File: config.mk
export PLATFORM = sky130hd
export DESIGN_NAME = map_top
export DESIGN_NICKNAME = d
export VERILOG_FILES = /design/src/verilog/map_pkg.sv /design/src/verilog/map_top.sv
export SDC_FILE = /design/constraint.sdc
export NUM_CORES = 2
export LEC_CHECK = 0
export BUFFER_PORTS_ARGS = -buffer_cell sky130_fd_sc_hd__buf_2
export CAP_MARGIN = 30
export CORE_MARGIN = 2
export CORE_UTILIZATION = 55
export CTS_BUF_LIST = sky130_fd_sc_hd__clkbuf_2 sky130_fd_sc_hd__clkbuf_4 sky130_fd_sc_hd__clkbuf_8
export DETAILED_ROUTE_END_ITERATION = 6
export GPL_TIMING_DRIVEN = 0
export PLACE_DENSITY = 0.7
export RECOVER_POWER = 50
export SETUP_SLACK_MARGIN = 0.05
export SLEW_MARGIN = 15
export SYNTH_ARGS = -nofsm -noshare
export SYNTH_HDL_FRONTEND = slang
export SYNTH_HIERARCHICAL = 1
export SYNTH_SLANG_ARGS = --single-unit
File: constraint.sdc
create_clock -name ref_clk -period 12.15 [get_ports ref_clk]
set_input_delay 1.215 -clock ref_clk [delete_from_list [all_inputs] [get_ports ref_clk]]
set_output_delay 1.215 -clock ref_clk [all_outputs]
set_load 0.02 [all_outputs]
File: src/verilog/map_pkg.sv
// Constants, field layout and modes of the multichannel serial audio port
package map_pkg;
  // ==========================================================
  // Geometry
  localparam int LINES = 8;
  localparam int SW    = 24;
  localparam int AW    = 8;
  localparam int FW    = 28;
  localparam int FDEP  = 8;

  // ==========================================================
  // Register byte offsets
  localparam logic [7:0] OFS_CTRL   = 8'h00;
  localparam logic [7:0] OFS_MDIV   = 8'h04;
  localparam logic [7:0] OFS_SLAVE  = 8'h08;
  localparam logic [7:0] OFS_STAT   = 8'h0C;
  localparam logic [7:0] OFS_RXDATA = 8'h10;
  localparam logic [1:0] TX_PAGE    = 2'h1;

  // ==========================================================
  // Fields and reset values
  localparam int CTRL_EN    = 0;
  localparam int CTRL_FMT   = 1;
  localparam int CTRL_RAT_L = 2;
  localparam int CTRL_WID_L = 8;
  localparam int STAT_OVR   = 0;
  localparam int STAT_CNT_L = 4;
  localparam int STAT_BIT_L = 16;
  localparam int RX_VALID   = 31;
  localparam logic [4:0] WID_MAX   = 5'h18;
  localparam logic [4:0] WID_MIN   = 5'h01;
  localparam logic [4:0] WID_RST   = 5'h18;
  localparam logic [7:0] MDIV_RST  = 8'h00;
  localparam logic [5:0] BITS_LAST = 6'h3F;
  localparam logic [6:0] FRAME_LEN = 7'h40;

  // ==========================================================
  // Modes
  typedef enum logic {FMT_I2S = 1'b0, FMT_LJ = 1'b1} map_fmt_t;
  typedef enum logic [2:0] {
    R128 = 3'b000, R256 = 3'b001, R512 = 3'b010,
    R192 = 3'b011, R384 = 3'b100, R768 = 3'b101
  } map_ratio_t;

  // Bit clock half period counted in master clock half periods
  localparam logic [3:0] HALF_128 = 4'h2;
  localparam logic [3:0] HALF_256 = 4'h4;
  localparam logic [3:0] HALF_512 = 4'h8;
  localparam logic [3:0] HALF_192 = 4'h3;
  localparam logic [3:0] HALF_384 = 4'h6;
  localparam logic [3:0] HALF_768 = 4'hC;
endpackage

File: src/verilog/map_top.sv
// Multichannel serial audio port: clock generation, lines, register port and FIFO
`timescale 1ns/10ps

// ==========================================================
// Receive FIFO
module map_fifo #(
  parameter int W = 28,
  parameter int D = 8
) (
  input  wire logic                 ref_clk,
  input  wire logic                 nrst,
  input  wire logic                 in_valid,
  output logic                      in_ready,
  input  wire logic [W-1:0]         in_data,
  output logic                      out_valid,
  input  wire logic                 out_ready,
  output logic [W-1:0]              out_data,
  output logic [$clog2(D+1)-1:0]    count
);
  localparam int PW = $clog2(D);
  logic [W-1:0]           mem_r [0:D-1];
  logic [PW-1:0]          wp_r;
  logic [PW-1:0]          rp_r;
  logic [$clog2(D+1)-1:0] cnt_r;
  logic                   push;
  logic                   pop;

  assign in_ready  = (cnt_r != D[$clog2(D+1)-1:0]);
  assign out_valid = (cnt_r != '0);
  assign out_data  = mem_r[rp_r];
  assign count     = cnt_r;
  assign push      = in_valid && in_ready;
  assign pop       = out_valid && out_ready;

  always_ff @(posedge ref_clk) begin
    if (push) begin
      mem_r[wp_r] <= in_data;
    end
  end

  always_ff @(posedge ref_clk) begin
    if (!nrst) begin
      wp_r  <= '0;
      rp_r  <= '0;
      cnt_r <= '0;
    end else begin
      if (push) begin
        wp_r <= (wp_r == PW'(D - 1)) ? '0 : wp_r + 1'b1;
      end
      if (pop) begin
        rp_r <= (rp_r == PW'(D - 1)) ? '0 : rp_r + 1'b1;
      end
      cnt_r <= cnt_r + (push ? 1'b1 : 1'b0) - (pop ? 1'b1 : 1'b0);
    end
  end
endmodule // map_fifo

// ==========================================================
// Top
// Summary of operation
// (RULE_01) Eight output lines, two channels each
// (RULE_02) Eight input lines, two channels each
// (RULE_03) Common bit and word clocks driven out
// (RULE_04) Each input may follow external pair
// (RULE_05) External source rate not above ours
// (RULE_06) I2S or left justified, up to 24 bits
// (RULE_07) Exactly 64 bit clocks per frame
// (RULE_08) Master clock ratio 128 to 768
// (RULE_09) Dividers reach 48, 96, 192 kHz
// (RULE_10) Output data changes on falling edge
// (RULE_11) Input sampled on governing rising edge
// (RULE_12) Word select changes after rising edge
// (RULE_13) Format and ratio are software settings
// (RULE_14) I2S MSB one bit late, low left
// (RULE_15) Slots beyond width zero, ignored
module map_top #(
  parameter int LINES = map_pkg::LINES,
  parameter int SW    = map_pkg::SW
) (
  input  wire logic                    ref_clk,
  input  wire logic                    nrst,
  input  wire logic [map_pkg::AW-1:0]  reg_addr,
  input  wire logic [31:0]             reg_wdata,
  input  wire logic                    reg_wr,
  input  wire logic                    reg_rd,
  output logic      [31:0]             reg_rdata,
  output logic                         master_audio_clock_out,
  output logic                         audio_bit_clock_out,
  output logic                         audio_word_select_out,
  output logic      [LINES-1:0]        serial_audio_out_lines,
  input  wire logic [LINES-1:0]        serial_audio_in_lines,
  input  wire logic [1:0]              ext_bit_clock_in,
  input  wire logic [1:0]              ext_word_select_in
);
  import map_pkg::*;

  // ==========================================================
  // Registers
  logic             en_r;
  map_fmt_t         fmt_r;
  map_ratio_t       ratio_r;
  logic [4:0]       width_r;
  logic [7:0]       mdiv_r;
  logic [LINES-1:0] slv_en_r;
  logic [LINES-1:0] slv_sel_r;
  logic [SW-1:0]    hold_r [0:2*LINES-1];
  logic             ovr_r;
  logic [31:0]      rdata_r;
  logic [4:0]       wid_nxt;
  logic             fifo_pop;
  logic             fifo_ovalid;
  logic [FW-1:0]    fifo_odata;
  logic [3:0]       fifo_cnt;
  logic             tx_sel;
  logic [3:0]       tx_idx;

  assign tx_sel  = (reg_addr[7:6] == TX_PAGE);
  assign tx_idx  = reg_addr[5:2];
  assign wid_nxt = (reg_wdata[CTRL_WID_L +: 5] > WID_MAX) ? WID_MAX :
                   (reg_wdata[CTRL_WID_L +: 5] < WID_MIN) ? WID_MIN :
                   reg_wdata[CTRL_WID_L +: 5];
  assign fifo_pop = reg_rd && (reg_addr == OFS_RXDATA);

  always_ff @(posedge ref_clk) begin
    if (!nrst) begin
      en_r      <= 1'b0;
      fmt_r     <= FMT_I2S;
      ratio_r   <= R256;
      width_r   <= WID_RST;
      mdiv_r    <= MDIV_RST;
      slv_en_r  <= '0;
      slv_sel_r <= '0;
    end else if (reg_wr) begin
      case (reg_addr)
        OFS_CTRL: begin
          en_r    <= reg_wdata[CTRL_EN];
          fmt_r   <= map_fmt_t'(reg_wdata[CTRL_FMT]); // RULE_13
          ratio_r <= map_ratio_t'(reg_wdata[CTRL_RAT_L +: 3]); // RULE_13
          width_r <= wid_nxt; // RULE_06
        end
        OFS_MDIV: mdiv_r <= reg_wdata[7:0];
        OFS_SLAVE: begin
          slv_en_r  <= reg_wdata[LINES-1:0]; // RULE_04
          slv_sel_r <= reg_wdata[LINES +: LINES]; // RULE_04
        end
        default: ;
      endcase
    end
  end

  always_ff @(posedge ref_clk) begin
    if (reg_wr && tx_sel) begin
      hold_r[tx_idx] <= reg_wdata[SW-1:0];
    end
  end

  // ==========================================================
  // Clock generation
  logic [7:0] mcnt_r;
  logic       mclk_r;
  logic [3:0] hcnt_r;
  logic [3:0] half;
  logic       mtick;
  logic       bevt;
  logic       int_rise;
  logic       bclk_r;
  logic       ws_r;
  logic [5:0] bit_r;
  logic [5:0] bit_nxt;
  logic       ws_nxt;

  // Ratio of 128x and above with a fixed 64-clock frame sets the bit clock
  always_comb begin
    case (ratio_r)
      R128:    half = HALF_128; // RULE_08
      R256:    half = HALF_256;
      R512:    half = HALF_512;
      R192:    half = HALF_192;
      R384:    half = HALF_384;
      R768:    half = HALF_768;
      default: half = HALF_256;
    endcase
  end

  assign mtick    = en_r && (mcnt_r == mdiv_r); // RULE_09
  assign bevt     = mtick && (hcnt_r == half - 4'h1);
  assign int_rise = bevt && !bclk_r;
  assign bit_nxt  = bit_r + 6'h01; // RULE_07
  assign ws_nxt   = bit_nxt[5];

  always_ff @(posedge ref_clk) begin
    if (!nrst || !en_r) begin
      mcnt_r <= '0;
      mclk_r <= 1'b0;
      hcnt_r <= '0;
    end else begin
      mcnt_r <= mtick ? 8'h00 : mcnt_r + 8'h01;
      if (mtick) begin
        mclk_r <= !mclk_r; // RULE_03
        hcnt_r <= bevt ? 4'h0 : hcnt_r + 4'h1;
      end
    end
  end

  // Word select moves only on the rising event, ahead of the next falling edge
  always_ff @(posedge ref_clk) begin
    if (!nrst || !en_r) begin
      bclk_r <= 1'b0;
      ws_r   <= 1'b0;
    end else if (bevt) begin
      bclk_r <= !bclk_r; // RULE_03
      if (!bclk_r) begin
        ws_r <= ws_nxt; // RULE_12 RULE_14
      end
    end
  end

  // ==========================================================
  // Transmit lines
  logic [4:0] tx_pos;

  assign tx_pos = bit_nxt[4:0] - ((fmt_r == FMT_I2S) ? 5'h01 : 5'h00); // RULE_14

  always_ff @(posedge ref_clk) begin
    if (!nrst || !en_r) begin
      bit_r <= BITS_LAST;
    end else if (bevt && bclk_r) begin
      bit_r <= bit_nxt; // RULE_07 RULE_10
    end
  end

  for (genvar l = 0; l < LINES; l++) begin : g_tx
    logic [SW-1:0] word;
    logic [4:0]    bsel;
    assign word = hold_r[2*l + (bit_nxt[5] ? 1 : 0)]; // RULE_01
    assign bsel = width_r - 5'h01 - tx_pos;
    always_ff @(posedge ref_clk) begin
      if (!nrst || !en_r) begin
        serial_audio_out_lines[l] <= 1'b0;
      end else if (bevt && bclk_r) begin
        serial_audio_out_lines[l] <= (tx_pos < width_r) ? word[bsel] : 1'b0; // RULE_10 RULE_15
      end
    end
  end

  // ==========================================================
  // Receive lines
  logic [1:0]       xb_q;
  logic [1:0]       xrise;
  logic [LINES-1:0] pend_r;
  logic [LINES-1:0] done;
  logic [LINES-1:0] clr;
  logic [SW:0]      cap_r [0:LINES-1];
  logic [2:0]       ptr_r;
  logic             fifo_ready;
  logic [5:0]       rx_cnt0_q;

  always_ff @(posedge ref_clk) begin
    if (!nrst) begin
      xb_q <= '0;
    end else begin
      xb_q <= ext_bit_clock_in;
    end
  end
  assign xrise = ext_bit_clock_in & ~xb_q;

  for (genvar l = 0; l < LINES; l++) begin : g_rx
    logic          rise;
    logic          wsi;
    logic          din;
    logic          wsp_r;
    logic [5:0]    cnt_r;
    logic [5:0]    pos;
    logic [SW-1:0] sh_r;
    // External pair must run no faster than the internal frame rate
    assign rise = slv_en_r[l] ? xrise[slv_sel_r[l]] : int_rise; // RULE_04 RULE_05
    assign wsi  = slv_en_r[l] ? ext_word_select_in[slv_sel_r[l]] : ws_r;
    assign din  = serial_audio_in_lines[l];
    assign pos  = cnt_r - ((fmt_r == FMT_I2S) ? 6'h01 : 6'h00); // RULE_14
    assign done[l] = rise && (wsi != wsp_r);
    always_ff @(posedge ref_clk) begin
      if (!nrst || !en_r) begin
        wsp_r <= 1'b0;
        cnt_r <= '0;
        sh_r  <= '0;
      end else if (rise) begin // RULE_11
        if (wsi != wsp_r) begin
          wsp_r <= wsi;
          cnt_r <= 6'h01;
          sh_r  <= (fmt_r == FMT_LJ) ? SW'(din) : '0; // RULE_14
        end else begin
          cnt_r <= (cnt_r == BITS_LAST) ? cnt_r : cnt_r + 6'h01;
          if (pos < {1'b0, width_r}) begin
            sh_r <= {sh_r[SW-2:0], din}; // RULE_02 RULE_15
          end
        end
      end
    end
    always_ff @(posedge ref_clk) begin
      if (done[l]) begin
        cap_r[l] <= {wsp_r, sh_r};
      end
    end
    // A new sample wins over the scanner draining the old one
    always_ff @(posedge ref_clk) begin
      if (!nrst) begin
        pend_r[l] <= 1'b0;
      end else begin
        pend_r[l] <= done[l] || (pend_r[l] && !clr[l]);
      end
    end
    assign clr[l] = fifo_ready && (ptr_r == 3'(l));
  end

  always_ff @(posedge ref_clk) begin
    if (!nrst) begin
      rx_cnt0_q <= '0;
    end else begin
      rx_cnt0_q <= g_rx[0].cnt_r;
    end
  end

  // Scanner stalls while the FIFO is full, so loss shows as overrun
  always_ff @(posedge ref_clk) begin
    if (!nrst) begin
      ptr_r <= '0;
    end else if (!pend_r[ptr_r] || fifo_ready) begin
      ptr_r <= ptr_r + 3'h1;
    end
  end

  map_fifo #(.W(FW), .D(FDEP)) u_fifo (
    .ref_clk   (ref_clk),
    .nrst      (nrst),
    .in_valid  (pend_r[ptr_r]),
    .in_ready  (fifo_ready),
    .in_data   ({ptr_r, cap_r[ptr_r]}),
    .out_valid (fifo_ovalid),
    .out_ready (fifo_pop),
    .out_data  (fifo_odata),
    .count     (fifo_cnt)
  );

  // Overrun set wins over software clear
  always_ff @(posedge ref_clk) begin
    if (!nrst) begin
      ovr_r <= 1'b0;
    end else if (|(done & pend_r & ~clr)) begin
      ovr_r <= 1'b1;
    end else if (reg_wr && reg_addr == OFS_STAT && reg_wdata[STAT_OVR]) begin
      ovr_r <= 1'b0;
    end
  end

  // ==========================================================
  // Read port
  always_ff @(posedge ref_clk) begin
    if (!nrst) begin
      rdata_r <= '0;
    end else if (reg_rd) begin
      rdata_r <= '0;
      if (tx_sel) begin
        rdata_r[SW-1:0] <= hold_r[tx_idx];
      end else begin
        case (reg_addr)
          OFS_CTRL: begin
            rdata_r[CTRL_EN]           <= en_r;
            rdata_r[CTRL_FMT]          <= fmt_r;
            rdata_r[CTRL_RAT_L +: 3]   <= ratio_r;
            rdata_r[CTRL_WID_L +: 5]   <= width_r;
          end
          OFS_MDIV:  rdata_r[7:0] <= mdiv_r;
          OFS_SLAVE: rdata_r[2*LINES-1:0] <= {slv_sel_r, slv_en_r};
          OFS_STAT: begin
            rdata_r[STAT_OVR]        <= ovr_r;
            rdata_r[STAT_CNT_L +: 4] <= fifo_cnt;
            rdata_r[STAT_BIT_L +: 6] <= bit_r;
          end
          OFS_RXDATA: begin
            rdata_r[RX_VALID] <= fifo_ovalid;
            rdata_r[FW-1:0]   <= fifo_ovalid ? fifo_odata : '0;
          end
          default: ;
        endcase
      end
    end
  end

  assign reg_rdata              = rdata_r;
  assign master_audio_clock_out = mclk_r;
  assign audio_bit_clock_out    = bclk_r;
  assign audio_word_select_out  = ws_r;

  // ==========================================================
  // Checks
  logic [6:0] fc_r;
  logic       fseen_r;
  always_ff @(posedge ref_clk) begin
    if (!nrst || !en_r) begin
      fc_r    <= '0;
      fseen_r <= 1'b0;
    end else if (int_rise) begin
      fc_r    <= (!ws_r && ws_nxt) ? 7'h01 : fc_r + 7'h01;
      fseen_r <= fseen_r || (!ws_r && ws_nxt);
    end
  end

  ws_after_rise_a: assert property (@(posedge ref_clk) disable iff (!nrst) // RULE_12
    $changed(ws_r) |-> $rose(bclk_r))
    else $error("word select moved away from a rising bit clock");
  data_on_fall_a: assert property (@(posedge ref_clk) disable iff (!nrst) // RULE_10
    $changed(serial_audio_out_lines) |-> $fell(bclk_r))
    else $error("output data moved away from a falling bit clock");
  frame_len_a: assert property (@(posedge ref_clk) disable iff (!nrst) // RULE_07
    (int_rise && !ws_r && ws_nxt && fseen_r) |-> fc_r == FRAME_LEN)
    else $error("frame is not 64 bit clocks");
  pad_zero_a: assert property (@(posedge ref_clk) disable iff (!nrst) // RULE_15
    (bevt && bclk_r && tx_pos >= width_r) |=> serial_audio_out_lines == '0)
    else $error("pad slot not zero");
  i2s_delay_a: assert property (@(posedge ref_clk) disable iff (!nrst) // RULE_14
    (bevt && bclk_r && fmt_r == FMT_I2S && bit_nxt[4:0] == 5'h00)
      |=> serial_audio_out_lines == '0)
    else $error("I2S slot start is not the delay bit");
  rx_on_rise_a: assert property (@(posedge ref_clk) disable iff (!nrst) // RULE_11
    (en_r && $past(en_r) && rx_cnt0_q != g_rx[0].cnt_r) |-> $past(g_rx[0].rise))
    else $error("input line advanced without its rising edge");
  cfg_write_a: assert property (@(posedge ref_clk) disable iff (!nrst) // RULE_13
    (reg_wr && reg_addr == OFS_CTRL) |=> ratio_r == $past(reg_wdata[CTRL_RAT_L +: 3]))
    else $error("ratio setting not taken");
  slave_mux_a: assert property (@(posedge ref_clk) disable iff (!nrst) // RULE_04
    (en_r && slv_en_r[0] && !xrise[slv_sel_r[0]]) |=> $stable(g_rx[0].cnt_r))
    else $error("slaved line advanced without its external bit clock");
  mclk_step_a: assert property (@(posedge ref_clk) disable iff (!nrst) // RULE_03
    $changed(bclk_r) |-> $changed(mclk_r))
    else $error("bit clock not aligned to master clock");
endmodule // map_top

# Word level (Yosys, flattened, before mapping)
# Memory sizes are Yosys's and may differ from the RTL's. A register that Yosys moved wholly into a read port is not among the register bits.
# Cells that the tools add are included.
dict set report op_classes {
  addsub 35
  multipliers 0
  div_mod_pow 0
  order_cmp 21
  n_eq_ne 45
  shift 0
  n_mux 164
  n_bitwise 6
  reduce_logical 100
}
# cell n
set ops {}
lappend ops {{$mux 24} 17}
lappend ops {{$mux 1} 102}
lappend ops {{$mux 6} 17}
lappend ops {{$reduce_and 2->1} 28}
lappend ops {{$add 6x1->6 const B} 9}
lappend ops {{$eq 6x6->1 const B} 8}
lappend ops {{$lt 6x5->1} 8}
lappend ops {{$sub 6x6->6} 7}
lappend ops {{$bmux 1 s5} 8}
lappend ops {{$logic_and 1x1->1} 34}
lappend ops {{$mux 28} 1}
lappend ops {{$eq 3x3->1 const B} 8}
lappend ops {{$pmux 3 s4} 2}
lappend ops {{$pmux 4 s5} 1}
lappend ops {{$mux 3} 6}
lappend ops {{$reduce_bool 2->1} 9}
lappend ops {{$add 4x4->4 const A} 4}
lappend ops {{$and 8x8->8} 2}
lappend ops {{$eq 8x4->1 const B} 2}
lappend ops {{$lt 1x2->1 const B} 8}
lappend ops {{$ne 2x2->1 const B} 8}
lappend ops {{$pmux 5 s3} 1}
lappend ops {{$logic_not 1->1} 13}
lappend ops {{$eq 3x2->1 const B} 4}
lappend ops {{other kinds (41)} 64}
dict set report word_totals {
  regBits 364
  latch_bits 0
  mem_bits_rw 808
  romBits 0
  output_inout_bits 43
  n_memories 3
}
# name depth width rd rd_ports_with_merged_regs wr line_no
set mem_list {}
lappend mem_list {hold_r 16 24 9 0 1 map_top.sv:106} ;# logic [SW-1:0] hold_r [0:2*LINES-1];
lappend mem_list {u_fifo.mem_r 8 28 1 1 1 map_top.sv:21} ;# logic [W-1:0] mem_r [0:D-1];
lappend mem_list {cap_r 8 25 1 1 8 map_top.sv:253} ;# logic [SW:0] cap_r [0:LINES-1];

# Longest topological paths before layout
dict set report depth {
  ltp_word 12
  ltp_mapped 18
  depth_no_buf 13
}

# Modules after synthesis
# Netlist, hierarchy kept.
# module instances cells_each area_per_inst_um2
set modules_own_cells {}
lappend modules_own_cells {map_top 1 3795 44131.1}
lappend modules_own_cells {map_fifo 1 400 9145.0}

# Least setup slack after synthesis
# Ideal clock, no wire load.
dict set report synth_timing {
  path_kind {reg-to-reg}
  startpoint {register ratio_r[1]}
  endpoint {register ovr_r}
  setup_time_ps 84
  arrival_ps 5688
  t_required_ps 12066
  path_slack_ps 6378
  stages_incl_launch_ff 18
  path_buffers 4
  path_cell_list {dfxtp_1 > buf_4 > inv_1 > ha_1 > nand3b_1 > o21ai_0 > a21oi_1 > ha_1 > xor2_1 > nand2_1 > or4b_1 > buf_2 > a2111o_1 > buf_6 > buf_6 > a211oi_1 > a2111oi_0 > a41oi_1}
}
dict set report synth_between {
  elab_chain_cells 12
}
# element line_no
set synth_rtl {}
lappend synth_rtl {{start: declaration} map_top.sv:101} ;# map_ratio_t ratio_r;
lappend synth_rtl {{start signal: assignment} map_top.sv:138} ;# ratio_r <= map_ratio_t'(reg_wdata[CTRL_RAT_L +: 3]);
lappend synth_rtl {{$eq 3x3->1, or another cell as far along} map_top.sv:174} ;# case (ratio_r)
lappend synth_rtl {{$pmux 4 s5 *} map_top.sv:174}
lappend synth_rtl {{$sub 4x1->4 *} map_top.sv:186} ;# assign bevt = mtick && (hcnt_r == half - 4'h1);
lappend synth_rtl {{$eq 4x4->1 *} map_top.sv:186}
lappend synth_rtl {{$logic_and 1x1->1 *} map_top.sv:186}
lappend synth_rtl {{$logic_and 1x1->1 *} map_top.sv:187} ;# assign int_rise = bevt && !bclk_r;
lappend synth_rtl {{$mux 1} map_top.sv:276} ;# assign rise = slv_en_r[l] ? xrise[slv_sel_r[l]] : int_rise;
lappend synth_rtl {{$logic_and 1x1->1} map_top.sv:280} ;# assign done[l] = rise && (wsi != wsp_r);
lappend synth_rtl {{$and 8x8->8 * (2 in series)} map_top.sv:348} ;# end else if (|(done & pend_r & ~clr)) begin
lappend synth_rtl {{$reduce_or 8->1 *} map_top.sv:348}
lappend synth_rtl {{$mux 1 or $reduce_bool 2->1 (tied branches)} n/a}
lappend synth_rtl {{end signal: assignment} map_top.sv:347} ;# ovr_r <= 1'b0;
lappend synth_rtl {{end signal: assignment} map_top.sv:349} ;# ovr_r <= 1'b1;
lappend synth_rtl {{end signal: assignment} map_top.sv:351} ;# ovr_r <= 1'b0;
lappend synth_rtl {{end: declaration} map_top.sv:107} ;# logic ovr_r;
# Mark *: on every way between the ends. The rest lies on a longest branch, timed or not.
# A chain may end at the register's enable or synchronous reset.

# Worst setup path in the final report
dict set report layout_timing {
  startpoint {register fmt_r}
  endpoint {register serial_audio_out_lines[3]}
}
dict set report layout_between {
  elab_chain_cells 6
}
# element line_no
set layout_rtl {}
lappend layout_rtl {{start: declaration} map_top.sv:100} ;# map_fmt_t fmt_r;
lappend layout_rtl {{start signal: assignment} map_top.sv:137} ;# fmt_r <= map_fmt_t'(reg_wdata[CTRL_FMT]);
lappend layout_rtl {{$mux 1 *} map_top.sv:222} ;# assign tx_pos = bit_nxt[4:0] - ((fmt_r == FMT_I2S) ? 5'h01 : 5'h00);
lappend layout_rtl {{$sub 5x1->5 *} map_top.sv:222}
lappend layout_rtl {{$sub 5x5->5} map_top.sv:236} ;# assign bsel = width_r - 5'h01 - tx_pos;
lappend layout_rtl {{$bmux 1 s5} map_top.sv:241} ;# serial_audio_out_lines[l] <= (tx_pos < width_r) ? word[bsel] : 1'b0;
lappend layout_rtl {{$mux 1 (not written as such)} map_top.sv:241}
lappend layout_rtl {{$mux 1 *} map_top.sv:241}
lappend layout_rtl {{end signal: indexed assignment} map_top.sv:241}
lappend layout_rtl {{end: declaration} map_top.sv:90} ;# output logic [LINES-1:0] serial_audio_out_lines,
# Mark *: on every way between the ends. The rest lies on a longest branch, timed or not. The select of a mux whose other input is x is not followed.

==> impl_metrics.toml <==
[run_status]
outcome = "finished, violations left"
violations = "DRC, capacitance limit, slew limit"

[cts]
cts_tree = "yes"
cts_hold_buf = 0
cts_made_buffers = 188
cts_setup_buffers = 0
clk_latency_ns = 0.91
cts_sinks = 1178
clockBufferDepth = 3
clkTransAtPathRegs_ns = 0.06
cts_root_buf = "clkbuf_8"
cts-resized-gates = 0
ctsHtreeMaxLevel = 4

[timing]
min_period_over_period = 0.572
tightest_slew_ns = 2.05
skew_ns = 0.0579
fmax_mhz = 144
rsz0062_at_grt = "no"
setup_violations = 0
slew_headroom = -0.371
setup_tns_ns = 0
finalHoldViolCount = 0
layout_min_cycle_time_ns = 6.95
final_max_slew_viol_count = 73

[yosys]
synth-async-reset-ratio = 0
postSynthCellCount = 4195
synthMuxAreaShare = 0.123
synthFlopType = "edfxtp_1"
synthAdderAreaFrac = 0.0212
synth_top_area_cell = "edfxtp_1"
avgSynthCellArea_um2 = 12.7
synth_compound_area_frac = 0.124
syn_area_um2 = 53300
ys_types = 84
synth-edff-count = 808
yosysMostFrequentCell = "edfxtp_1"
synth_common_cells = "edfxtp_1 (808), dfxtp_1 (370), o21ai_0 (334)"
netlist.area_leader.share = 0.455
synth_top_family_by_area = "compound AO/OA/AOI/OAI gates"
seq_area_frac_synth = 0.594
ys_seq_elements = 1178
synthTopCellsByArea = "edfxtp_1 (46%), dfxtp_1 (14%), mux4_2 (9.3%)"
yosysWarningCount = 6
synthXorXnorAreaFrac = 0.0128
synth_simple_gate_area_share = 0.0948

[die]
ios = 99
die-area_um2 = 99400
core-area_um2 = 96300
rows = 114
chipWidth_um = 315
fp.dieH_um = 315
initial_core_util = 0.553

[hold_path]
min-delay-start = "g_rx[1].sh_r[23]"
hold_end = "cap_r[1][23]"
min_path_cells = 0
hold_class = "reg2reg"

[place]
dp_hpwl_mm = 129
dp.cells = 5632
port_buffers = 82
place.gp.congestion = 1.05

[critical_path]
worst_ep_arrival_time_ns = 7.71
crit_type = "reg2reg"
r2r_end = "serial_audio_out_lines[3]"
required_ns = 12.92
r2r-start = "fmt_r"
r2r_slack_ns = 5.20
reg2reg_depth = 15
path_max_fanout = 10
cp-start-kind = "flip-flop"
critPathCaptureType = "flip-flop"
crit_start = "fmt_r"

[pwr]
p_leak_nw = 19.4
powerDensity_nw_per_um2 = 137
p_total_mw = 8.32
irDropWorstVdd_uv = 103

[detailed_routing]
wl_mm = 176
vias = 40561
ant_nets = 0
drtIter0Drc = 6742
routedWlPerCell_um = 29.4
vias_per_cell = 6.76
dr.pass1.iters = 7
remaining_drc_errors = 4

[flow_run]
max_cap_viol_count = 6

[global_route]
grt_start_max_net_pins = 26
antenna_found_initial = 12
grt_pass1_wl_mm = 253
grt_pass1_vias = 38355
grt_use_total = 0.353
globalRouteOverflowTotal = 0

[layout]
area_growth_pct = 13.8
stdcell_count = 5998
drive_gt1_frac = 0.165
fill_cells = 7420
fin_util = 0.629
final_nets = 4700
==> worst max path at each step <==
stage                                           end  depth (start not counted)  slack (ns)
after floorplan                               ovr_r                         17        6.38
after global placement                        ovr_r                         17        3.76
after detailed placement  serial_audio_out_lines[5]                         16        5.90
after CTS                 serial_audio_out_lines[5]                         16        5.83
after global routing      serial_audio_out_lines[3]                         15        5.38
final                     serial_audio_out_lines[3]                         15        5.20
==> metrics by stage <==
step / setup WS (ns) / hold WS, ns / area [um2]
after CTS: 5.83 / 0.427 / 60700
after global routing: 5.38 / 0.431 / 60600
after floorplan: 6.38 / 0.402 / 53300
after global placement: 3.76 / 0.406 / 55300
final: 5.20 / 0.427 / 60600
after detailed placement: 5.90 / 0.412 / 56500
==> state kept, by name (all words and copies together), names as in the netlist, 2 cells and up, named ones only <==
name	flops
mcnt_r	8
bit_r	6
width_r	5
u_fifo/wp_r	3
ratio_r	3
slv_sel_r	8
pend_r	8
ptr_r	3
xb_q	2
hcnt_r	4
reg_rdata	29
u_fifo/rp_r	3
slv_en_r	8
mdiv_r	8
g_rx.cnt_r	48
u_fifo/mem_r	224
u_fifo/count	4
g_rx.sh_r	192
serial_audio_out_lines	8
cap_r	200
g_rx.wsp_r	8
hold_r	384
==> layout make-up <==
type	count	area [um2]	area share
sequential	1178	31700	0.523
multi-input combinational	2625	20200	0.334
clock buffer	258	3260	0.0537
tap	1276	1600	0.0263
buffer	328	1340	0.0220
timing repair buffer	168	1310	0.0216
clock inverter	92	941	0.0155
inverter	66	248	0.00409
antenna	7	17.5	0.000289
==> cell families after synthesis <==
group	count (synthesis)
adder cells (fa/ha/maj)	89
AO/OA/AOI/OAI	1070
flip-flops	1178
other	1
multiplexers	356
XOR/XNOR	78
buffers and inverters	394
AND/OR/NAND/NOR	1029
==> worst max-delay path: stages (launching register included) <==
cell and delay, ns:
dfxtp_1 0.52, clkbuf_1 0.76, inv_1 0.59, ha_1 0.39, ha_1 0.25, xnor2_1 0.31, ha_1 0.30, clkbuf_1 0.18
xor2_1 0.91, nand2_1 0.41, clkbuf_1 0.49, o22ai_1 0.30, o21ai_0 0.10, a311oi_1 0.88, or4_1 0.34, o31ai_1 0.08
==> layout by cell type (no fill, tap or decap), types with 46 or more instances in the layout <==
cell type | synthesis | final
mux2i_1 | 60 | 60
a21oi_1 | 313 | 313
clkbuf_8 | 0 | 211
and3_1 | 59 | 59
a211oi_1 | 68 | 67
o22ai_1 | 49 | 49
nand3_1 | 302 | 302
dfxtp_1 | 370 | 370
ha_1 | 87 | 87
nor2_1 | 154 | 137
o21a_1 | 46 | 46
mux4_2 | 221 | 221
edfxtp_1 | 808 | 808
o21ai_0 | 334 | 335
inv_1 | 65 | 65
clkbuf_1 | 272 | 351
nand2_1 | 256 | 256
clkbuf_4 | 0 | 47
==> power breakdown <==
group          internal [mW]  total (mW)  switching (mW)
logic                 0.0902       0.259           0.169
clock network           2.10        3.76            1.66
registers               4.28        4.30          0.0201
total                   6.47        8.32            1.85
==> routing by layer <==
metal | vias to the layer above | wire, um | global-route usage
met5 | - | 46 | 0
met4 | 8 | 7610 | 0.150
met3 | 524 | 26800 | 0.134
met2 | 3026 | 73000 | 0.491
met1 | 19920 | 68700 | 0.494
li1 | 17083 | - | -
Note: power is estimated with default switching activity, not from simulation.
